### src/mac_irq_pkg.sv
// constants and carrier types for the mac interrupt enable and status block
package mac_irq_pkg;

    // ==========================================================
    // register map
    localparam int ADDR_W = 8;
    localparam int DATA_W = 16;
    localparam logic [ADDR_W-1:0] OFS_INTERRUPT_ENABLE = 8'h00;
    localparam logic [ADDR_W-1:0] OFS_INTERRUPT_STATUS = 8'h02;

    // ==========================================================
    // bit positions, shared by enable and status
    localparam int BIT_LINK_CHANGE = 15;
    localparam int BIT_TX_DONE = 14;
    localparam int BIT_RX_DONE = 13;
    localparam int BIT_TX_UNDERRUN = 12;
    localparam int BIT_RX_OVERRUN = 11;
    localparam int BIT_EARLY_RX = 10;
    localparam int BIT_TX_STOPPED = 9;
    localparam int BIT_RX_STOPPED = 8;
    localparam int BIT_RX_ERROR_FRAME = 7;

    // bits 15..7 implemented, 6..0 reserved and read as zero
    localparam logic [DATA_W-1:0] IMPL_MASK = 16'hFF80;

    // ==========================================================
    // values after reset
    localparam logic [DATA_W-1:0] ENABLE_RESET = 16'h0000;
    localparam logic [DATA_W-1:0] STATUS_RESET = 16'h0300;
    localparam logic [DATA_W-1:0] RDATA_RESET = 16'h0000;

    // ==========================================================
    // event sources, one bit per status flag, in status-bit order
    typedef struct packed {
        logic link_up;
        logic tx_done;
        logic rx_done;
        logic tx_underrun;
        logic rx_overrun;
        logic early_rx;
        logic tx_stopped;
        logic rx_stopped;
        logic rx_error_frame;
    } irq_sources_t;

    typedef struct packed {
        logic [ADDR_W-1:0] addr;
        logic [DATA_W-1:0] wdata;
        logic wr;
        logic rd;
    } reg_req_t;

endpackage : mac_irq_pkg

### src/mac_interrupt_enable_status.sv
// interrupt enable and latched interrupt status for the mac queue manager
`timescale 1ns/1ps
//
// Contract
// - enable bit 15 gates link change onto the interrupt pin
// - enable bit 14 gates transmit done onto the interrupt pin
// - enable bit 13 gates receive done onto the interrupt pin
// - enable bit 12 gates transmit underrun onto the interrupt pin
// - enable bit 11 gates receive overrun onto the interrupt pin
// - enable bit 10 gates early receive onto the interrupt pin
// - enable bit 9 gates transmit process stopped onto the interrupt pin
// - enable bit 8 gates receive process stopped onto the interrupt pin
// - enable bit 7 gates receive error frame onto the interrupt pin
// - interrupt pin asserts when any status bit and its enable are set
// - reading status returns latched bits and never clears them
// - status bits set on edges, cleared only by writing one
// - status bit 15 sets on any link state change
// - status bit 14 sets when transmit queue sent a frame
// - status bit 13 sets when receive queue holds a complete frame
// - status bit 12 sets on transmit underrun
// - status bit 11 sets on receive overrun
// - status bit 10 sets on early receive
// - status bit 9 sets on transmit stop, resets to one
// - status bit 8 sets on receive stop, resets to one
// - status bit 7 sets on receive error frame
module mac_interrupt_enable_status
(
    input wire logic i_clk,
    input wire logic i_reset,
    input wire mac_irq_pkg::reg_req_t i_req,
    input wire mac_irq_pkg::irq_sources_t i_src,
    output logic [mac_irq_pkg::DATA_W-1:0] o_rdata,
    output logic o_irq
);
    import mac_irq_pkg::*;

    // ==========================================================
    // decode
    logic hit_enable;
    logic hit_status;
    assign hit_enable = (i_req.addr == OFS_INTERRUPT_ENABLE);
    assign hit_status = (i_req.addr == OFS_INTERRUPT_STATUS);

    // ==========================================================
    // edge detection of the sources
    irq_sources_t src_prev_r;
    logic link_seen_r;
    logic [DATA_W-1:0] set_vec;

    always_ff @(posedge i_clk)
    begin
        if (i_reset)
        begin
            src_prev_r <= '0;
            link_seen_r <= 1'b0;
        end
        else
        begin
            src_prev_r <= i_src;
            link_seen_r <= 1'b1;
        end
    end

    // link state is a level; the first cycle after reset only learns it,
    // so an already-up link does not fake a change
    always_comb
    begin
        set_vec = '0;
        set_vec[BIT_LINK_CHANGE] = link_seen_r &
            (i_src.link_up ^ src_prev_r.link_up);
        set_vec[BIT_TX_DONE] =
            i_src.tx_done & ~src_prev_r.tx_done;
        set_vec[BIT_RX_DONE] =
            i_src.rx_done & ~src_prev_r.rx_done;
        set_vec[BIT_TX_UNDERRUN] =
            i_src.tx_underrun & ~src_prev_r.tx_underrun;
        set_vec[BIT_RX_OVERRUN] =
            i_src.rx_overrun & ~src_prev_r.rx_overrun;
        set_vec[BIT_EARLY_RX] =
            i_src.early_rx & ~src_prev_r.early_rx;
        set_vec[BIT_TX_STOPPED] =
            i_src.tx_stopped & ~src_prev_r.tx_stopped;
        set_vec[BIT_RX_STOPPED] =
            i_src.rx_stopped & ~src_prev_r.rx_stopped;
        set_vec[BIT_RX_ERROR_FRAME] =
            i_src.rx_error_frame & ~src_prev_r.rx_error_frame;
    end

    // ==========================================================
    // enable register
    logic [DATA_W-1:0] enable_r;

    always_ff @(posedge i_clk)
    begin
        if (i_reset)
            enable_r <= ENABLE_RESET;
        else if (i_req.wr && hit_enable)
            enable_r <= i_req.wdata & IMPL_MASK;
    end

    // ==========================================================
    // status register, write one to clear
    logic [DATA_W-1:0] clear_vec;
    logic link_change_flag;
    logic tx_done_flag;
    logic rx_done_flag;
    logic tx_underrun_flag;
    logic rx_overrun_flag;
    logic early_rx_flag;
    logic tx_stopped_flag;
    logic rx_stopped_flag;
    logic rx_error_frame_flag;
    logic [DATA_W-1:0] status_word;

    // only implemented bits can be cleared; reserved bits have no flop
    always_comb
    begin
        clear_vec = '0;
        if (i_req.wr && hit_status)
            clear_vec = i_req.wdata & IMPL_MASK;
    end

    // ==========================================================
    // one flag per source; a set in the same cycle as its clear wins,
    // so no event is lost
    status_flag
    #(
        .RESET_VAL(STATUS_RESET[BIT_LINK_CHANGE])
    )
    i_link_change
    (
        .i_clk(i_clk),
        .i_reset(i_reset),
        .i_set(set_vec[BIT_LINK_CHANGE]),
        .i_clear(clear_vec[BIT_LINK_CHANGE]),
        .o_flag(link_change_flag)
    );

    status_flag
    #(
        .RESET_VAL(STATUS_RESET[BIT_TX_DONE])
    )
    i_tx_done
    (
        .i_clk(i_clk),
        .i_reset(i_reset),
        .i_set(set_vec[BIT_TX_DONE]),
        .i_clear(clear_vec[BIT_TX_DONE]),
        .o_flag(tx_done_flag)
    );

    status_flag
    #(
        .RESET_VAL(STATUS_RESET[BIT_RX_DONE])
    )
    i_rx_done
    (
        .i_clk(i_clk),
        .i_reset(i_reset),
        .i_set(set_vec[BIT_RX_DONE]),
        .i_clear(clear_vec[BIT_RX_DONE]),
        .o_flag(rx_done_flag)
    );

    status_flag
    #(
        .RESET_VAL(STATUS_RESET[BIT_TX_UNDERRUN])
    )
    i_tx_underrun
    (
        .i_clk(i_clk),
        .i_reset(i_reset),
        .i_set(set_vec[BIT_TX_UNDERRUN]),
        .i_clear(clear_vec[BIT_TX_UNDERRUN]),
        .o_flag(tx_underrun_flag)
    );

    status_flag
    #(
        .RESET_VAL(STATUS_RESET[BIT_RX_OVERRUN])
    )
    i_rx_overrun
    (
        .i_clk(i_clk),
        .i_reset(i_reset),
        .i_set(set_vec[BIT_RX_OVERRUN]),
        .i_clear(clear_vec[BIT_RX_OVERRUN]),
        .o_flag(rx_overrun_flag)
    );

    status_flag
    #(
        .RESET_VAL(STATUS_RESET[BIT_EARLY_RX])
    )
    i_early_rx
    (
        .i_clk(i_clk),
        .i_reset(i_reset),
        .i_set(set_vec[BIT_EARLY_RX]),
        .i_clear(clear_vec[BIT_EARLY_RX]),
        .o_flag(early_rx_flag)
    );

    status_flag
    #(
        .RESET_VAL(STATUS_RESET[BIT_TX_STOPPED])
    )
    i_tx_stopped
    (
        .i_clk(i_clk),
        .i_reset(i_reset),
        .i_set(set_vec[BIT_TX_STOPPED]),
        .i_clear(clear_vec[BIT_TX_STOPPED]),
        .o_flag(tx_stopped_flag)
    );

    status_flag
    #(
        .RESET_VAL(STATUS_RESET[BIT_RX_STOPPED])
    )
    i_rx_stopped
    (
        .i_clk(i_clk),
        .i_reset(i_reset),
        .i_set(set_vec[BIT_RX_STOPPED]),
        .i_clear(clear_vec[BIT_RX_STOPPED]),
        .o_flag(rx_stopped_flag)
    );

    status_flag
    #(
        .RESET_VAL(STATUS_RESET[BIT_RX_ERROR_FRAME])
    )
    i_rx_error_frame
    (
        .i_clk(i_clk),
        .i_reset(i_reset),
        .i_set(set_vec[BIT_RX_ERROR_FRAME]),
        .i_clear(clear_vec[BIT_RX_ERROR_FRAME]),
        .o_flag(rx_error_frame_flag)
    );

    // ==========================================================
    // status word as software reads it, reserved bits read as zero
    always_comb
    begin
        status_word = '0;
        status_word[BIT_LINK_CHANGE] = link_change_flag;
        status_word[BIT_TX_DONE] = tx_done_flag;
        status_word[BIT_RX_DONE] = rx_done_flag;
        status_word[BIT_TX_UNDERRUN] = tx_underrun_flag;
        status_word[BIT_RX_OVERRUN] = rx_overrun_flag;
        status_word[BIT_EARLY_RX] = early_rx_flag;
        status_word[BIT_TX_STOPPED] = tx_stopped_flag;
        status_word[BIT_RX_STOPPED] = rx_stopped_flag;
        status_word[BIT_RX_ERROR_FRAME] = rx_error_frame_flag;
    end

    // ==========================================================
    // read port, data in the cycle after the strobe only
    always_ff @(posedge i_clk)
    begin
        if (i_reset)
            o_rdata <= RDATA_RESET;
        else if (i_req.rd)
        begin
            case (1'b1)
                hit_enable: o_rdata <= enable_r;
                hit_status: o_rdata <= status_word;
                default: o_rdata <= RDATA_RESET;
            endcase
        end
        else
            o_rdata <= RDATA_RESET;
    end

    // ==========================================================
    // per source gating onto the pin
    logic [DATA_W-1:0] pending;

    always_comb
    begin
        pending = '0;
        pending[BIT_LINK_CHANGE] =
            link_change_flag & enable_r[BIT_LINK_CHANGE];
        pending[BIT_TX_DONE] =
            tx_done_flag & enable_r[BIT_TX_DONE];
        pending[BIT_RX_DONE] =
            rx_done_flag & enable_r[BIT_RX_DONE];
        pending[BIT_TX_UNDERRUN] =
            tx_underrun_flag & enable_r[BIT_TX_UNDERRUN];
        pending[BIT_RX_OVERRUN] =
            rx_overrun_flag & enable_r[BIT_RX_OVERRUN];
        pending[BIT_EARLY_RX] =
            early_rx_flag & enable_r[BIT_EARLY_RX];
        pending[BIT_TX_STOPPED] =
            tx_stopped_flag & enable_r[BIT_TX_STOPPED];
        pending[BIT_RX_STOPPED] =
            rx_stopped_flag & enable_r[BIT_RX_STOPPED];
        pending[BIT_RX_ERROR_FRAME] =
            rx_error_frame_flag & enable_r[BIT_RX_ERROR_FRAME];
    end

    // ==========================================================
    // interrupt pin, registered so it never glitches toward the host
    always_ff @(posedge i_clk)
    begin
        if (i_reset)
            o_irq <= 1'b0;
        else
            o_irq <= |pending;
    end

endmodule : mac_interrupt_enable_status

// ==========================================================
// one latched event flag, write one to clear
module status_flag
#(
    parameter logic RESET_VAL = 1'b0
)
(
    input wire logic i_clk,
    input wire logic i_reset,
    input wire logic i_set,
    input wire logic i_clear,
    output logic o_flag
);

    logic flag_nxt;

    // set is applied last so an event in the clearing cycle is kept
    always_comb
    begin
        flag_nxt = o_flag;
        if (i_clear)
            flag_nxt = 1'b0;
        if (i_set)
            flag_nxt = 1'b1;
    end

    always_ff @(posedge i_clk)
    begin
        if (i_reset)
            o_flag <= RESET_VAL;
        else
            o_flag <= flag_nxt;
    end

endmodule : status_flag

### config.mk
export PLATFORM = sky130hd
export DESIGN_NAME = mac_interrupt_enable_status
export DESIGN_NICKNAME = d
export VERILOG_FILES = /design/src/mac_irq_pkg.sv /design/src/mac_interrupt_enable_status.sv
export SDC_FILE = /design/constraint.sdc
export NUM_CORES = 1
export LEC_CHECK = 0
export ABC_CLOCK_PERIOD_IN_PS = 1650
export BUFFER_PORTS_ARGS = -buffer_cell sky130_fd_sc_hd__buf_4
export CORE_MARGIN = 5
export CORE_UTILIZATION = 52
export DETAILED_ROUTE_END_ITERATION = 16
export HOLD_SLACK_MARGIN = 0.15
export PLACE_DENSITY_LB_ADDON = 0.15
export REMOVE_ABC_BUFFERS = 1
export SETUP_SLACK_MARGIN = 0.1
export SYNTH_ARGS = -nofsm -noshare
export SYNTH_HDL_FRONTEND = slang
export SYNTH_SLANG_ARGS = --single-unit
### constraint.sdc
create_clock -name i_clk -period 1.65 [get_ports i_clk]
set_input_delay 0.0825 -clock i_clk [delete_from_list [all_inputs] [get_ports i_clk]]
set_output_delay 0.0825 -clock i_clk [all_outputs]
set_load 0.05 [all_outputs]
==> impl_metrics.toml <==
[run]
maxCapViolCount = 0

[timing]
setup_tns_ps = 0
fin_crit_ps = 1320
max_freq_mhz = 756
finalClockSkew_ps = 6.49
drv_slew = 0
rsz0062_at_grt = "false"
fin_crit_sh_pct = 80.1
hold_viol_final = 0
setup_violations = 0

[synth]
synthesis.area_um2 = 1500
synth_area_leaders = "dfxtp_1 (51%), mux2i_1 (12%), nor2b_1 (7.9%)"
synth_top_area_share_pct = 50.7
synth_ff_type = "dfxtp_1"
ys_seq_area_share_pct = 50.7
synth-edff-count = 0
synthCells = 153
avgSynthCellArea_um2 = 9.81
ys_warn_count = 0
synth_cell_type_count = 28
synth_commonest_cells = "dfxtp_1 (38), nand2_1 (19), nor2b_1 (19), mux2i_1 (18), nor2_1 (11)"
ys_seq_elements = 38
yosys.area.top_type = "dfxtp_1"
synth-async-reset-ratio_pct = 0
synth.most_common_cell = "dfxtp_1"

[placed_design]
dp_hpwl_um = 2290
routabilityCongestion = 0.699
place_area_um2 = 1780
portBuffers = 39

[global_route]
grt_pass1_vias = 1298
grt_overflow_total = 0
grt_use_met1_pct = 19.3
gr-max-usage-layer = "met2"
grtUsageMet2_pct = 32.4
grt_usage_pct = 18.0
met3_usage_pct = 6.75
grt_max_degree = 18
antenna_found_initial = 0
grt_first_pass_wirelength_um = 5760

[worst_setup_path]
cpMaxStageDelayCell = "dlygate4sd3_1"
crit_chain = "dlygate4sd3_1 > buf_4 > and4_1 > a311oi_1"
critPathRequiredTime_ps = 1850
cpPeakStageDelay_ps = 530
crit_family = "buffers and inverters"
critPathKind = "in -> reg"
crit_fanout = 11
crit_path_end_kind = "flip-flop"
rrSetupSlack_ps = 580
r2r_cells = 3
worstSetupStartpointType = "input pin"
r2r-end = "o_irq"
cp.buffers_inverters = 2
r2r_start = "enable_r[10]"
arrival_ps = 1520

[cells_and_area]
antenna_cells = 0
num-nets-final = 260
area_growth_syn_to_layout_pct = 41.1
final.fill_count = 203
drive_gt1_share_pct = 23.3
final_area_um2 = 2120

[cts]
clockBufferDepth = 2
htreeDepth = 2
cts_inserted_buffers = 5
cts_sinks = 38
cts_tree = "done"
cts_root_buffer = "clkbuf_4"
path_clk_slew_ps = 100
post-cts-setup-buffers = 0
cts_resized = 0
insertion_delay_ps = 330

[power]
cellPowerDensity_nw_per_um2 = 771
leakage_uw = 0.00102
vdd_drop_max_mv = 0.766

[outcome]
status = "complete, no violations"

[floorplanning]
io_pins = 54
start_util_pct = 54.4
row_count = 19
die_w_um = 63.7
die_y_um = 63.7
core_um2 = 2760
dieArea_um2 = 4060

[min_path]
hold_class = "in -> reg"
holdPathStages = 3
hold_path_startpoint = "i_req[0]"
worst_hold_path.endpoint = "o_rdata[10]"

[route]
route.detailed.drc = 0
detail_route.iter0.violations = 52
vias_per_cell = 4.97
firstDrtPassIters = 4
ant_nets = 0
vias = 1263
wl_um = 3530
wl_per_cell_um = 13.9
[power by group]
group / switching (µW) / internal [µW]
clock network: 271 / 161
logic: 114 / 128
registers: 14.7 / 944
[worst reg2reg max path, cell delays in order, from the launching register on]
cell	delay [ps]
dfxtp_1	340
a22o_1	240
a221oi_1	260
a31oi_1	120
[metrics by stage]
stage	total power (µW)	cells	hold WS [ps]	util (%)	setup WS, ps
6_report	1630	254	155	76.8	328
5_1_grt	1710	254	161	76.8	288
4_1_cts	1640	254	157	76.8	371
3_5_place_dp	1160	218	307	64.6	267
3_3_place_gp	1160	218	288	64.6	336
2_1_floorplan	1070	146	149	-	459
[flip-flops by register name, indices dropped and copies added (netlist names)]
name	cells
enable_r	9
i_early_rx.o_flag	1
i_link_change.o_flag	1
i_rx_done.o_flag	1
i_rx_error_frame.o_flag	1
i_rx_overrun.o_flag	1
i_rx_stopped.o_flag	1
i_tx_done.o_flag	1
i_tx_stopped.o_flag	1
i_tx_underrun.o_flag	1
link_seen_r	1
o_irq	1
o_rdata	9
src_prev_r	9
[cell usage in the layout (no fill, tap or decap), types with 2 or more instances in the layout]
master	n
o21ai_1	2
clkbuf_4	5
dlygate4sd3_1	29
mux2i_1	18
conb_1	7
o21ai_0	6
a21oi_1	7
nand2_1	19
nor2_1	11
dfxtp_1	38
o221a_2	2
nor2b_1	19
inv_1	4
buf_4	41
clkbuf_1	2
[final cells by class]
cell class / instances / area, µm² / area share [%]
flip-flops and latches: 38 / 761 / 35.9
repair buffers: 70 / 598 / 28.3
well taps: 31 / 38.8 / 1.83
multi-input cells: 103 / 656 / 31.0
inverters: 5 / 18.8 / 0.887
clock buffers: 7 / 45.0 / 2.13
[routing by layer]
metal	share of wire, %	up-vias	wire length, µm
met5	0	-	0
met4	1.2	0	42
met3	7.2	6	254
met2	51	36	1810
met1	40	580	1430
li1	-	641	-
[logic make-up (layout without fill, tap and decap cells)]
logic type | after synthesis | in the layout | share of synthesized area, %
simple gates | 54 | 54 | 19.5
flops | 38 | 38 | 50.7
compound gates | 23 | 23 | 9.84
mux | 18 | 18 | 12.0
buf+inv | 18 | 82 | 7.09
other cells | 1 | 7 | 0.250
xor+xnor | 1 | 1 | 0.584
[how the worst max path moves through the flow]
stage,slack [ps],startpoint,cells after the start,to
floorplan,460,i_req[23],3,enable_r[10]
global placement,340,i_req[23],4,i_link_change.o_flag
detailed placement,270,i_req[23],4,i_link_change.o_flag
CTS,370,i_req[19],4,i_link_change.o_flag
global route,290,i_reset,5,o_rdata[9]
finish,330,i_req[19],4,i_link_change.o_flag
[repair_timing]
item                                    4_1_cts  5_1_grt
hold endpoints to repair                     35        0
hold buffers                                 29        0
endpoints found under the setup margin        0        0
Note: power is estimated with default switching activity, not from simulation.
